<file path="src/shared/ibx_pkg.sv">
// Constants, opcodes and state codes of the increment and branch executor
package ibx_pkg;
   localparam int unsigned BYTE_W = 8;
   localparam int unsigned PC_W   = 16;
   localparam int unsigned SEL_W  = 4;
   localparam int unsigned NREGS  = 8;

   localparam logic [7:0] OPC_DEC_BRANCH_NZ = 8'hd5;
   localparam logic [7:0] OPC_INC_INDIRECT  = 8'h06;
   localparam logic [7:0] MASK_INDIRECT     = 8'hfe;
   localparam logic [7:0] OPC_INC_ACC       = 8'h04;
   localparam logic [7:0] OPC_INC_POINTER   = 8'ha3;
   localparam logic [7:0] OPC_INC_REG       = 8'h08;
   localparam logic [7:0] MASK_REG          = 8'hf8;
   localparam logic [7:0] OPC_INC_DIRECT    = 8'h05;
   localparam logic [7:0] OPC_BRANCH_BIT    = 8'h20;

   localparam logic [15:0] LEN_ONE   = 16'h0001;
   localparam logic [15:0] LEN_TWO   = 16'h0002;
   localparam logic [15:0] LEN_THREE = 16'h0003;

   localparam logic [7:0]  BYTE_RESET = 8'h00;
   localparam logic [15:0] PC_RESET   = 16'h0000;

   localparam logic [3:0] SEL_ACC    = 4'h8;
   localparam logic [3:0] SEL_PTR_LO = 4'h9;
   localparam logic [3:0] SEL_PTR_HI = 4'ha;

   typedef enum logic [2:0] {
      ST_IDLE  = 3'b001,
      ST_EXEC1 = 3'b010,
      ST_EXEC2 = 3'b100
   } ibx_state_type;
endpackage : ibx_pkg

</file>
<file path="src/shared/ibx_step_if.sv">
// Carrier between the executor and its step unit
interface ibx_step_if #(parameter int unsigned WIDTH = 8);
   logic [WIDTH-1:0] a;
   logic             dec;
   logic             cin;
   logic [WIDTH-1:0] y;
   logic             cout;
   modport user (output a, output dec, output cin, input y, input cout);
   modport unit (input a, input dec, input cin, output y, output cout);
endinterface : ibx_step_if

</file>
<file path="src/ibx_exec.sv">
// Increment and relative branch executor
// How it works
// RQ1: Memory decrement-branch is three bytes, two execute cycles.
// RQ2: Decrement the direct byte, write back, branch when result nonzero.
// RQ3: Zero result falls through to the address after the three bytes.
// RQ4: Indirect increment uses opcode bit 0 to pick register 0 or 1.
// RQ5: Accumulator increment takes one cycle and refreshes the parity flag.
// RQ6: Pointer increment carries low into high byte over two cycles.
// RQ7: Register increment adds one to the selected one of eight registers.
// RQ8: Direct increment adds one to the byte named by the second byte.
// RQ9: Bit branch is three bytes, two cycles, branches on one, bit kept.
// RQ10: Target is next instruction address plus signed offset byte.
// RQ11: Byte steps wrap modulo 256, pointer wraps from all ones to zero.
module ibx_exec (
   input  wire logic        core_clk_i,
   input  wire logic        rst_i,
   input  wire logic        instr_valid_i,
   output logic             instr_ready_o,
   input  wire logic [7:0]  opcode_i,
   input  wire logic [7:0]  operand_a_i,
   input  wire logic [7:0]  operand_b_i,
   input  wire logic [15:0] instr_pc_i,
   output logic             done_o,
   output logic             branch_taken_o,
   output logic             unsupported_o,
   output logic [15:0]      next_pc_o,
   output logic [7:0]       mem_addr_o,
   output logic             mem_rd_o,
   output logic             mem_we_o,
   output logic [7:0]       mem_wdata_o,
   input  wire logic [7:0]  mem_rdata_i,
   output logic [7:0]       bit_addr_o,
   output logic             bit_rd_o,
   input  wire logic        bit_i,
   input  wire logic        preset_we_i,
   input  wire logic [3:0]  preset_sel_i,
   input  wire logic [7:0]  preset_data_i,
   output logic [7:0]       acc_o,
   output logic             parity_o,
   output logic [15:0]      data_pointer_16_o,
   output logic [63:0]      working_register_o
);
   ibx_pkg::ibx_state_type state;
   ibx_pkg::ibx_state_type next_state;
   logic [7:0]  op_q, next_op_q, opa_q, next_opa_q, opb_q, next_opb_q;
   logic [15:0] pc_q, next_pc_q, next_next_pc;
   logic        cond_q, next_cond_q, carry_q, next_carry_q;
   logic        next_done, next_taken, next_unsupported;
   logic [7:0]  acc, next_acc;
   logic        next_parity;
   logic [15:0] pointer, next_pointer;
   logic [7:0]  wreg [ibx_pkg::NREGS];
   logic [7:0]  next_wreg [ibx_pkg::NREGS];
   logic        is_dec_br, is_ind, is_acc, is_ptr, is_reg, is_dir, is_bit_br, two_cycle;
   logic        exec1, exec2, accept;
   logic [15:0] inst_len, pc_after, target;
   logic [7:0]  sel_reg_val;

   ibx_step_if #(.WIDTH(ibx_pkg::BYTE_W)) step_bus ();
   ibx_step #(.WIDTH(ibx_pkg::BYTE_W)) u_step (.sif(step_bus));

   // Decode of the held opcode
   assign is_dec_br = op_q == ibx_pkg::OPC_DEC_BRANCH_NZ;
   assign is_ind    = (op_q & ibx_pkg::MASK_INDIRECT) == ibx_pkg::OPC_INC_INDIRECT;
   assign is_acc    = op_q == ibx_pkg::OPC_INC_ACC;
   assign is_ptr    = op_q == ibx_pkg::OPC_INC_POINTER;
   assign is_reg    = (op_q & ibx_pkg::MASK_REG) == ibx_pkg::OPC_INC_REG;
   assign is_dir    = op_q == ibx_pkg::OPC_INC_DIRECT;
   assign is_bit_br = op_q == ibx_pkg::OPC_BRANCH_BIT;
   assign two_cycle = is_dec_br | is_ptr | is_bit_br;    // see RQ1, RQ6, RQ9
   assign exec1     = state == ibx_pkg::ST_EXEC1;
   assign exec2     = state == ibx_pkg::ST_EXEC2;
   assign instr_ready_o = state == ibx_pkg::ST_IDLE;
   assign accept    = instr_valid_i & instr_ready_o;
   assign sel_reg_val = wreg[op_q[2:0]];

   // Instruction length and branch target
   always_comb begin
      if (is_dec_br || is_bit_br) begin
         inst_len = ibx_pkg::LEN_THREE;                  // see RQ1, RQ9
      end else if (is_dir) begin
         inst_len = ibx_pkg::LEN_TWO;                    // see RQ8
      end else begin
         inst_len = ibx_pkg::LEN_ONE;
      end
   end
   assign pc_after = pc_q + inst_len;                    // see RQ3
   assign target   = pc_after + {{(ibx_pkg::PC_W - ibx_pkg::BYTE_W){opb_q[7]}}, opb_q}; // see RQ10

   // Memory and bit access from held operands
   assign mem_addr_o  = is_ind ? wreg[{2'b00, op_q[0]}] : opa_q;     // see RQ4, RQ8
   assign mem_rd_o    = exec1 & (is_dec_br | is_ind | is_dir);
   assign mem_we_o    = mem_rd_o;                                     // see RQ2
   assign mem_wdata_o = step_bus.y;
   assign bit_addr_o  = opa_q;
   assign bit_rd_o    = exec1 & is_bit_br;                            // see RQ9

   // Step operand selection
   always_comb begin
      step_bus.a   = mem_rdata_i;
      step_bus.dec = is_dec_br;                          // see RQ2
      step_bus.cin = 1'b1;
      if (is_acc) begin
         step_bus.a = acc;                               // see RQ5
      end else if (is_reg) begin
         step_bus.a = sel_reg_val;                       // see RQ7
      end else if (is_ptr) begin
         step_bus.a   = exec2 ? pointer[15:8] : pointer[7:0];
         step_bus.cin = exec2 ? carry_q : 1'b1;          // see RQ6, RQ11
      end
   end

   // Sequencer next values
   always_comb begin
      next_state       = state;
      next_op_q        = op_q;
      next_opa_q       = opa_q;
      next_opb_q       = opb_q;
      next_pc_q        = pc_q;
      next_cond_q      = cond_q;
      next_carry_q     = carry_q;
      next_done        = 1'b0;
      next_taken       = branch_taken_o;
      next_unsupported = unsupported_o;
      next_next_pc     = next_pc_o;
      case (state)
         ibx_pkg::ST_IDLE: begin
            if (instr_valid_i) begin
               next_op_q  = opcode_i;
               next_opa_q = operand_a_i;
               next_opb_q = operand_b_i;
               next_pc_q  = instr_pc_i;
               next_state = ibx_pkg::ST_EXEC1;
            end
         end
         ibx_pkg::ST_EXEC1: begin
            next_cond_q  = is_bit_br ? bit_i : (step_bus.y != ibx_pkg::BYTE_RESET); // see RQ2, RQ9
            next_carry_q = step_bus.cout;                // see RQ6
            if (two_cycle) begin
               next_state = ibx_pkg::ST_EXEC2;
            end else begin
               next_state       = ibx_pkg::ST_IDLE;
               next_done        = 1'b1;
               next_taken       = 1'b0;
               next_next_pc     = pc_after;
               next_unsupported = ~(is_ind | is_acc | is_reg | is_dir);
            end
         end
         ibx_pkg::ST_EXEC2: begin
            next_state       = ibx_pkg::ST_IDLE;
            next_done        = 1'b1;
            next_unsupported = 1'b0;
            next_taken       = (is_dec_br | is_bit_br) & cond_q;     // see RQ2, RQ3, RQ9
            next_next_pc     = next_taken ? target : pc_after;       // see RQ3, RQ10
         end
         default: begin
            next_state = ibx_pkg::ST_IDLE;
         end
      endcase
   end

   always_ff @(posedge core_clk_i) begin
      if (rst_i) begin
         state          <= ibx_pkg::ST_IDLE;
         op_q           <= ibx_pkg::BYTE_RESET;
         opa_q          <= ibx_pkg::BYTE_RESET;
         opb_q          <= ibx_pkg::BYTE_RESET;
         pc_q           <= ibx_pkg::PC_RESET;
         cond_q         <= 1'b0;
         carry_q        <= 1'b0;
         done_o         <= 1'b0;
         branch_taken_o <= 1'b0;
         unsupported_o  <= 1'b0;
         next_pc_o      <= ibx_pkg::PC_RESET;
      end else begin
         state          <= next_state;
         op_q           <= next_op_q;
         opa_q          <= next_opa_q;
         opb_q          <= next_opb_q;
         pc_q           <= next_pc_q;
         cond_q         <= next_cond_q;
         carry_q        <= next_carry_q;
         done_o         <= next_done;
         branch_taken_o <= next_taken;
         unsupported_o  <= next_unsupported;
         next_pc_o      <= next_next_pc;
      end
   end

   // Architectural state next values
   always_comb begin
      next_acc     = acc;
      next_parity  = parity_o;
      next_pointer = pointer;
      next_wreg    = wreg;
      if (instr_ready_o && preset_we_i) begin
         if (preset_sel_i == ibx_pkg::SEL_ACC) begin
            next_acc    = preset_data_i;
            next_parity = ^preset_data_i;
         end else if (preset_sel_i == ibx_pkg::SEL_PTR_LO) begin
            next_pointer[7:0] = preset_data_i;
         end else if (preset_sel_i == ibx_pkg::SEL_PTR_HI) begin
            next_pointer[15:8] = preset_data_i;
         end else if (!preset_sel_i[3]) begin
            next_wreg[preset_sel_i[2:0]] = preset_data_i;
         end
      end
      if (exec1 && is_acc) begin
         next_acc    = step_bus.y;                       // see RQ5, RQ11
         next_parity = ^step_bus.y;                      // see RQ5
      end
      if (exec1 && is_reg) begin
         next_wreg[op_q[2:0]] = step_bus.y;              // see RQ7, RQ11
      end
      if (exec1 && is_ptr) begin
         next_pointer[7:0] = step_bus.y;                 // see RQ6
      end
      if (exec2 && is_ptr) begin
         next_pointer[15:8] = step_bus.y;                // see RQ6, RQ11
      end
   end

   always_ff @(posedge core_clk_i) begin
      if (rst_i) begin
         acc      <= ibx_pkg::BYTE_RESET;
         parity_o <= 1'b0;
         pointer  <= ibx_pkg::PC_RESET;
         for (int i = 0; i < ibx_pkg::NREGS; i++) begin
            wreg[i] <= ibx_pkg::BYTE_RESET;
         end
      end else begin
         acc      <= next_acc;
         parity_o <= next_parity;
         pointer  <= next_pointer;
         wreg     <= next_wreg;
      end
   end

   assign acc_o             = acc;
   assign data_pointer_16_o = pointer;
   always_comb begin
      for (int i = 0; i < ibx_pkg::NREGS; i++) begin
         working_register_o[i*8 +: 8] = wreg[i];
      end
   end
endmodule : ibx_exec

</file>
<file path="src/ibx_step.sv">
// Wrapping add or subtract of a carry-in
module ibx_step #(
   parameter int unsigned WIDTH = 8
) (
   ibx_step_if.unit sif
);
   logic [WIDTH:0] sum;

   always_comb begin
      if (sif.dec) begin
         sum = {1'b0, sif.a} - {{WIDTH{1'b0}}, sif.cin};
      end else begin
         sum = {1'b0, sif.a} + {{WIDTH{1'b0}}, sif.cin};
      end
   end

   assign sif.y    = sum[WIDTH-1:0];
   assign sif.cout = sum[WIDTH];
endmodule : ibx_step
</file>
<file path="config.mk">
export PLATFORM = sky130hd
export DESIGN_NAME = ibx_exec
export DESIGN_NICKNAME = d
export VERILOG_FILES = /design/src/shared/ibx_pkg.sv /design/src/shared/ibx_step_if.sv /design/src/ibx_exec.sv /design/src/ibx_step.sv
export SDC_FILE = /design/constraint.sdc
export NUM_CORES = 1
export LEC_CHECK = 0
export ABC_AREA = 1
export BUFFER_PORTS_ARGS = -buffer_cell sky130_fd_sc_hd__buf_2
export CAP_MARGIN = 15
export CORE_UTILIZATION = 62
export CTS_BUF_LIST = sky130_fd_sc_hd__clkbuf_2
export DETAILED_ROUTE_END_ITERATION = 12
export MAX_ROUTING_LAYER = met4
export PLACE_DENSITY = 0.89
export SYNTH_ARGS = -nofsm -noshare
export SYNTH_HDL_FRONTEND = slang
export SYNTH_SLANG_ARGS = --single-unit
</file>
<file path="constraint.sdc">
create_clock -name core_clk_i -period 8.7 [get_ports core_clk_i]
set_clock_uncertainty 0.1 [all_clocks]
set_input_delay 0.435 -clock core_clk_i [delete_from_list [all_inputs] [get_ports core_clk_i]]
set_output_delay 0.435 -clock core_clk_i [all_outputs]
set_load 0.01 [all_outputs]
</file>
Word-level counts from Yosys, hierarchy flattened
Cells that the tools add are included.
{ "op_classes": {"n_lt_le_gt_ge": 5, "n_reduce_logical": 23, "eq_ne": 18, "addsub": 4, "n_bitwise": 15, "muxes": 56} }
{ "op_table": {"columns": ["cell", "n"], "rows": [
  ["two-way mux 64 bit", 6],
  ["two-way mux 8 bit", 19],
  ["bitwise mux 64 bit", 2],
  ["two-way mux 16 bit", 5],
  ["binary-select mux 8 bit (select 3 bit)", 2],
  ["demux 8 bit (select 3 bit)", 2],
  ["adder 16 bit", 2],
  ["case mux 16 bit (2 select lines)", 1],
  ["equality test 8 x 3 -> 1 bit (second input constant)", 2],
  ["equality test 8 bit (second input constant)", 2],
  ["XOR reduction 8 bit", 2],
  ["nonzero test 2 bit", 7],
  ["equality test 4 bit (second input constant)", 3],
  [">= comparator 4 bit (second input constant)", 3],
  ["two-way mux 1 bit", 11],
  ["adder 8 x 1 -> 9 bit", 1],
  ["two-way mux 9 bit", 1],
  ["subtractor 8 x 1 -> 9 bit", 1],
  ["equality test 8 x 6 -> 1 bit (second input constant)", 1],
  ["less-than comparator 4 x 1 -> 1 bit (second input constant)", 2],
  ["inverter 3 -> 4 bit", 2],
  ["bitwise OR 1 bit", 8],
  ["nonzero test 8 bit", 1],
  ["equality test 7 x 2 -> 1 bit (second input constant)", 1],
  ["18 further kinds", 34]
]} }
{ "totals": {"inputBits": 65, "ff_bits": 153, "out_inout_bits": 136} }

Depth between registers and ports, before layout
Gate-level depths: netlist of the first run.
{ "logic_depth": {"depth_word": 13, "mapped_depth": 29, "depth_no_buf": 28} }

Cells and area by module
A second synthesis of the first run with hierarchy kept.
{ "hier_totals": {"cells_unflattened": 1442, "area_unflattened_um2": 9599.2} }
{ "by_module_without_submodules": {"columns": ["module", "n_inst", "cells_each", "area_each_um2"], "rows": [
  ["ibx_exec", 1, 1367, 9161.3],
  ["ibx_step", 1, 75, 437.9]
]} }

Worst setup path before layout of the first run
OpenSTA, ideal clock, no wires.
{ "synth_path": {"path_kind": "flip-flop to flip-flop", "from": "register op_q[1]", "to": "register parity_o", "arrival_time_ps": 3779, "path_slack_ps": 4702, "n_path_buf": 1, "path_stages_with_launch": 21, "cell_sequence": "dfxtp_1 -> buf_6 -> inv_8 -> nor2_8 -> nand2_4 -> nor3_4 -> nand2_2 -> inv_2 -> nand4_1 -> o21ai_0 -> ha_1 -> a21oi_1 -> nand2_1 -> a21oi_1 -> xnor2_1 -> inv_1 -> ha_1 -> xor2_1 -> xnor2_1 -> a21oi_1 -> a21oi_1"} }
{ "synth_via": {"elab_chain_len": 10, "word_cells_on_any_way": 22, "cone_classes": "2 x add/sub; 3 x eq/ne; 11 x mux; 1 x bitwise; 5 x reduce/logical"} }
{ "synth_lines": {"columns": ["element", "line", "text"], "rows": [
  ["from (decl)", "ibx_exec.sv:45", "logic [7:0] op_q, next_op_q, opa_q, next_opa_q, opb_q, next_opb_q;"],
  ["from (signal assigned)", "ibx_exec.sv:165", "op_q <= ibx_pkg::BYTE_RESET;"],
  ["from (signal assigned)", "ibx_exec.sv:177", "op_q <= next_op_q;"],
  ["inverter 3 -> 4 bit (not written as such)", "ibx_exec.sv:75", "assign sel_reg_val = wreg[op_q[2:0]];"],
  ["binary-select mux 8 bit (select 3 bit)", "ibx_exec.sv:75", null],
  ["two-way mux 8 bit (not written as such) (2 in series)", "ibx_exec.sv:75", null],
  ["two-way mux 8 bit", "ibx_exec.sv:105", "end else if (is_reg) begin"],
  ["two-way mux 8 bit", "ibx_exec.sv:103", "if (is_acc) begin"],
  ["adder 8 x 1 -> 9 bit / subtractor 8 x 1 -> 9 bit (equally long branches)", "ibx_step.sv:13, ibx_step.sv:11", null],
  ["two-way mux 9 bit *", "ibx_step.sv:10", "if (sif.dec) begin"],
  ["named net mem_wdata_o[5]", "ibx_exec.sv:30", "output logic [7:0] mem_wdata_o,"],
  ["XOR reduction 8 bit *", "ibx_exec.sv:210", "next_parity = ^step_bus.y;"],
  ["two-way mux 1 bit *", "ibx_exec.sv:208", "if (exec1 && is_acc) begin"],
  ["to (signal assigned)", "ibx_exec.sv:233", "parity_o <= next_parity;"],
  ["to (decl)", "ibx_exec.sv:39", "output logic parity_o,"]
]} }
Mark *: on every way through the listed nets, which the timed path passes. The rest lies on a longest branch. The select of a mux whose other input is x is not followed.
A chain may end at the register's enable or synchronous reset.

Worst setup path in the final report of the first run
{ "layout_path": {"from": "register op_q[1]", "to": "output port mem_wdata_o[4]"} }
{ "layout_via": {"elab_chain_len": 8, "word_cells_on_any_way": 16, "cone_classes": "2 x add/sub; 3 x eq/ne; 10 x mux; 1 x bitwise"} }
{ "layout_lines": {"columns": ["element", "line"], "rows": [
  ["inverter 3 -> 4 bit (not written as such)", "ibx_exec.sv:75"],
  ["binary-select mux 8 bit (select 3 bit)", "ibx_exec.sv:75"],
  ["two-way mux 8 bit (not written as such) (2 in series)", "ibx_exec.sv:75"],
  ["two-way mux 8 bit", "ibx_exec.sv:105"],
  ["two-way mux 8 bit", "ibx_exec.sv:103"],
  ["adder 8 x 1 -> 9 bit / subtractor 8 x 1 -> 9 bit (equally long branches)", "ibx_step.sv:13, ibx_step.sv:11"],
  ["two-way mux 9 bit *", "ibx_step.sv:10"],
  ["to (decl)", "ibx_exec.sv:30"]
]} }
Every way passes the cells marked *; elsewhere a longest branch is shown, timed or not. The select of a mux whose other input is x is not followed.

==> metrics.txt, run 1 <==
status finished, final reports clean; Fin. Hold Viols 0; largest cells by area after synthesis dfxtp_1, nand2_1, o21ai_0; Synth Net Count about 1.5k; first drt pass iteration count 9; CP max-delay cell dfxtp_1; CTS tree yes; DR WL/cell ~21 µm; register area between 0.003 and 0.004 mm²; cts bufs inserted 17; Critical R2R Capture parity_o; Cells after Synth 1437; DP Cell Count 1774; Post-DP HPWL between 20000 and 30000 µm; commonest non-fill, non-tap cell in the layout nand2_1; max_cap viols 0; endpoints failing setup 0; Resized Gates After CTS 0; Final Max Tran Viols 0; Layout Utilization 0.763; CTS H-tree depth 4; final setup TNS 0 ns; share of cells above drive strength 1 0.177; post-synth top area cell dfxtp_1; antenna viol nets, final 0; Crit path arrival time 5.00 ns; Seq cells post-synth approximately 150; headroom to the max-slew limit 0.278; FILL cells approximately 1.2k; WS Path Type flip-flop to output pin; most frequent cells in the layout nand2_1, buf_2, o21ai_0; Seq/Total Area, Yosys 0.322; GRT met2 Usage 0.762; Overall Global Routing Usage 0.504; WHS ~0.09 ns; Top cell by count, worst path inv_2; yosys warns 0; CP Data Required Time 8.17 ns; Die Area ~0.016 mm²; RSZ-0062 raised after global routing no; GR Overflow Total 0; flop2flop setup slack between 3 and 4 ns; clock root buffer clkbuf_2; largest net degree at the start of global routing 83; Slew @ Worst Pin between 1 and 1.5 ns; first-pass GRT wire length between 50000 and 60000 µm; DR vias/cell 6.30; number of DRC markers in iteration 0 1409; row count between 40 and 50; met1 Track Usage GR 0.580; area share of the largest cell type after synthesis 0.322; syn avg cell area around 6.6 µm²; TritonCTS Sinks between 150 and 200; met3 GRT Util 0.145; Layout area overhead 18.2%; area of the multi-input gates ~0.0056 mm²; via count between 10k and 15k; Tcrit/Tclk final 0.636; DIE HEIGHT 126 µm; setup bufs post-CTS 0; Die Wd around 130 µm; Setup crit end mem_wdata_o[4]; GRT busiest layer met2; Final min period around 5.5 ns; Static Leak 5.64 nW; CP max stage delay 0.68 ns; worst skew pair latency between 0.7 and 0.8 ns; CP Cell Sequence inv_8, nor2_8, nand2_4, nor3_4, nand2_2, inv_2, nand4_1, o21ai_0, ha_1, nand2_1, nand3_1, xor2_1, inv_2, buf_2; DRC errors left 0; design area about 0.011 mm²; Net count, final about 1.8k; Critical Path Start op_q[1]; FF-to-FF path depth 16; Synth cell types about 50; final wirelength between 30000 and 40000 µm; CTS clock-pin slew for the worst setup and hold paths approximately 0.25 ns; PwrDens 143 mW/mm²; initial antenna violation count 1; crit path capture type output pin; Clock Tree Buf Depth 2; core area about 0.015 mm²; CP Launch Type flip-flop; Placed Instance Area 0.0105 mm²; Port Buffers 200; Worst Hold Class input pin to flip-flop; vias in the first global route 10.9k; io pins 201; Max VDD drop around 110 µV; maximum net fanout on the critical path 10; Starting Density 0.645; reg2reg start op_q[1]; synthesized area 0.00952 mm²; Finished Layout Cells 1856; Peak Freq between 150 and 200 MHz; routability cong. between 1 and 1.5
[registers in the layout (all words and copies together), names as in the netlist, 3 cells and up]
| name | cells |
|---|---|
| working_register_o | 64 |
| data_pointer_16_o | 16 |
| next_pc_o | 16 |
| pc_q | 16 |
| acc_o | 8 |
| bit_addr_o | 8 |
| op_q | 8 |
| opb_q | 8 |
| state | 3 |
[critical path, delay by kind of cell, from the launching register on]
family,cells,cell delay (ns)
AO/OA/AOI/OAI,1,0.44
XOR/XNOR,1,0.59
AND/OR/NAND/NOR,7,1.25
flip-flops,1,0.68
buffers and inverters,4,0.78
adder cells (fa/ha/maj),1,0.45
[layer usage]
layer / routed length, µm / up-vias
met1: 13800 / 5195
met4: 3120 / 0
li1: - / 5244
met3: 5130 / 257
met2: 16600 / 988
met5: 0 / -
[cell usage after synthesis, drive strengths merged]
library cell	instances
nand2	319
o21ai	194
inv	155
dfxtp	153
nor2	153
a21oi	131
nand3	102
clkbuf	32
ha	32
buf	21
o211ai	20
a31oi	18
nand4	18
nor3	13
xnor2	12
xor2	11
o21bai	5
o31ai	5
or2	5
a211oi	4
a21o	4
clkinv	4
mux2i	4
nand3b	4
o221ai	4
fa	3
o22ai	3
nor4	2
a22oi	1
a2bb2oi	1
a311oi	1
a31o	1
and2	1
and3	1
[metrics by stage]
stage          worst slack (ns)  power, W
5_1_grt                    2.95   0.00167
2_1_floorplan              4.70   0.00102
4_1_cts                    3.37   0.00157
6_report                   3.17   0.00161
3_5_place_dp               4.03   0.00117
3_3_place_gp               4.22   0.00116
[final cells by class]
class,count,area share
Sequential cell,153,0.272
Tap cell,184,0.0205
Antenna cell,1,0.000222
Multi-Input combinational cell,1072,0.496
Timing Repair Buffer,255,0.137
Clock inverter,15,0.0124
Clock buffer,17,0.00756
Inverter,159,0.0544
[worst min path at each step]
stage	from	endpoint	cells after the start
global placement	next_pc_o[11]	next_pc_o[11]	2
finish	rst_i	data_pointer_16_o[2]	2
detailed placement	next_pc_o[6]	next_pc_o[6]	2
floorplan	pc_q[15]	pc_q[15]	2
CTS	rst_i	data_pointer_16_o[2]	2
global route	rst_i	data_pointer_16_o[2]	2
[where the power goes]
| group | internal (W) | total, W | switching, W |
|---|---|---|---|
| Clock | 0.000110 | 0.000407 | 0.000297 |
| Combinational | 0.000144 | 0.000441 | 0.000296 |
| Sequential | 0.000728 | 0.000761 | 0.0000328 |
| Total | 0.000982 | 0.00161 | 0.000626 |
[logic make-up (layout without fill, tap and decap cells)]
kind of cell / count (synthesis) / after routing / synth area share
XOR/XNOR: 23 / 23 / 0.0212
flip-flops: 153 / 153 / 0.322
multiplexers: 4 / 4 / 0.00421
AND/OR/NAND/NOR: 618 / 618 / 0.290
AO/OA/AOI/OAI: 392 / 392 / 0.223
other: 0 / 1 / 0
buffers and inverters: 212 / 446 / 0.0916
adder cells (fa/ha/maj): 35 / 35 / 0.0484
[what timing repair did]
action                                  in CTS  in global routing
hold buffers                                49                  0
hold endpoints to repair                    61                  0
endpoints found under the setup margin       0                  0
Power figures use the tool's default switching activity.
==> inputs of run 2 (changes only) <==
- CORE_UTILIZATION: 62 -> 57
- PLACE_DENSITY: 0.89 -> 0.83
- clock period: 8.7 -> 5.3 ns (I/O delays scaled with it)
==> metrics.txt, run 2 (synthesis gave the netlist of run 1 again) <==
status finished, final reports clean; Starting Density 0.591 (-0.0545); CP max-delay cell dfxtp_1; cts bufs inserted 17 (unchanged); Slew @ Worst Pin 1.13 ns (+0.0543 ns); RSZ-0062 raised after global routing no; Worst Hold Class input pin to flip-flop; WS Path Type flip-flop to output pin; first-pass GRT wire length 57300 µm (-3.3%); final wirelength 37600 µm (-2.8%); Max VDD drop 176 µV (+62%); row count 46 (+4.5%); Critical Path Start op_q[0]; Tcrit/Tclk final 0.953; Max Used Layer met4; clock root buffer clkbuf_2; Post-DP HPWL 27000 µm (-0.18%); Met1 Routed Length 14100 µm (+2.0%); antenna viol nets, final 0 (unchanged); worst skew pair latency 0.79 ns (about the same); maximum net fanout on the critical path 23 (+13); Worst path depth 17 (+3); Net count, final 1773 (+0.85%); max_cap viols 0 (unchanged); Overall Global Routing Usage 0.443 (-0.0617); commonest non-fill, non-tap cell in the layout nand2_1; reg2reg start op_q[0]; TritonCTS Sinks 153 (unchanged); Fin. Hold Viols 0 (unchanged); Setup crit end mem_wdata_o[4]; Final Max Tran Viols 0 (unchanged); CP Data Required Time 4.93 ns (-3.24 ns); Top cell by count, worst path nand3_1; Peak Freq around 200 MHz; initial antenna violation count 3 (+2); Die Area 0.0172 mm² (+8.6%); crit path capture type output pin; Clock Tree Buf Depth 2 (unchanged); CP Cell Sequence buf_4, nand2_1, o21ai_0, o21ai_0, a21oi_1, nand3_1, nand3_1, nand2_1, inv_1, ha_1, inv_1, fa_1, nand3_1, nand3_1, xor2_1, inv_2, buf_2; Static Leak 5.74 nW (+1.7%); DR WL met3 3680 µm (-28%); largest net degree at the start of global routing 78 (-6.0%); DRC errors left 0 (unchanged); CP Launch Type flip-flop; number of DRC markers in iteration 0 1216 (-14%); CP max stage delay 0.68 ns (about the same); Worst Path Buf+Inv 5 (+1); DR vias/cell 6.02 (-4.4%); first drt pass iteration count 8 (-1); Finished Layout Cells 1905 (+2.6%); GR Overflow Total 0 (unchanged); Layout area overhead 20.6%; met2 wire len 17100 µm (+2.5%); headroom to the max-slew limit 0.248 (-0.0298); FF-to-FF path depth 21 (+5); Die Wd 131 µm (+4.2%); DIE HEIGHT 131 µm (+4.2%); max reg flops 64 (unchanged); endpoints failing setup 0 (unchanged); Layout Utilization 0.713 (-0.0502); core area 0.0161 mm² (+9.2%); routability cong. 1.02 (-4.0%); most frequent cells in the layout nand2_1, buf_2, o21ai_0; Final min period ~5 ns; Port Buffers 200 (unchanged); final setup TNS 0 ns (unchanged); flop2flop setup slack 0.43 ns (-3.34 ns); share of cells above drive strength 1 0.179 (+0.00199); Crit path arrival time 4.68 ns (-0.32 ns); DP Cell Count 1809 (+2.0%); setup bufs post-CTS 0 (unchanged); CTS clock-pin slew for the worst setup and hold paths 0.24 ns (about the same); Crit path max-delay family buffers and inverters; via count 11.5k (-1.9%); CTS tree yes; CTS H-tree depth 4 (unchanged); Critical R2R Capture cond_q; DR WL/cell 19.8 µm (-5.3%); io pins 201 (unchanged); PwrDens 236 mW/mm² (+65%); vias in the first global route 10.5k (-3.9%)
[run 2: worst register-to-register path, stage by stage, from the launching register on]
cell,delay [ns]
dfxtp_1,0.68
buf_4,0.35
nand2_1,0.08
o21ai_0,0.17
o21ai_0,0.21
a21oi_1,0.16
nand3_1,0.10
nand3_1,0.10
nand2_1,0.05
inv_1,0.05
ha_1,0.14
inv_1,0.07
fa_1,0.49
nand3_1,0.10
nand3_1,0.10
xor2_1,0.53
ha_1,0.25
and3_1,0.19
a31oi_1,0.09
o21ai_0,0.08
a21oi_1,0.08
dlygate4sd3_1,0.59
[run 2: area by class of cell]
cell class | count | area (µm²)
multi-input cells | 1072 | 5590
fillers | 1382 | 4630
flip-flops and latches | 153 | 3060
repair buffers | 270 | 1680
inverters | 159 | 612
well taps | 216 | 270
clock inverters | 13 | 166
clock buffers | 19 | 95.1
diodes | 3 | 7.51
[run 2: metrics by stage]
stage	hold WS, ns	worst slack, ns	power, W	instance area, µm²
after floorplan	0.308	1.30	0.00168	9520
after global placement	0.357	0.771	0.00192	10600
after detailed placement	0.367	0.671	0.00192	10600
after CTS	0.0974	0.0276	0.00267	11500
after global routing	0.100	0.0580	0.00282	11500
final	0.103	0.251	0.00271	11500
[run 2: power by group]
part,internal [W],switching [W],leakage (nW),total [W]
combinational,0.000246,0.000477,4.34,0.000722
sequential,0.00119,0.0000544,1.24,0.00125
clock,0.000272,0.000470,0.152,0.000742
total,0.00171,0.00100,5.74,0.00271
[run 2: timing repair]
action	CTS	global route
endpoints found under the hold margin	90	0
gates resized for setup	0	3
setup endpoints to repair	0	5
hold buffers	61	0
[run 2: worst min path at each step]
stage,from,to,cells past startpoint
after floorplan,preset_data_i[6],working_register_o[38],2
after global placement,pc_q[15],pc_q[15],2
after detailed placement,next_pc_o[2],next_pc_o[2],2
after CTS,preset_we_i,working_register_o[15],8
after global routing,operand_a_i[3],bit_addr_o[3],4
final,preset_we_i,working_register_o[15],8
[run 2: metal layers]
metal / up-vias / track usage
met3: 190 / 0.0903
met5: - / -
li1: 5284 / -
met4: 0 / 0.301
met2: 803 / 0.695
met1: 5183 / 0.510
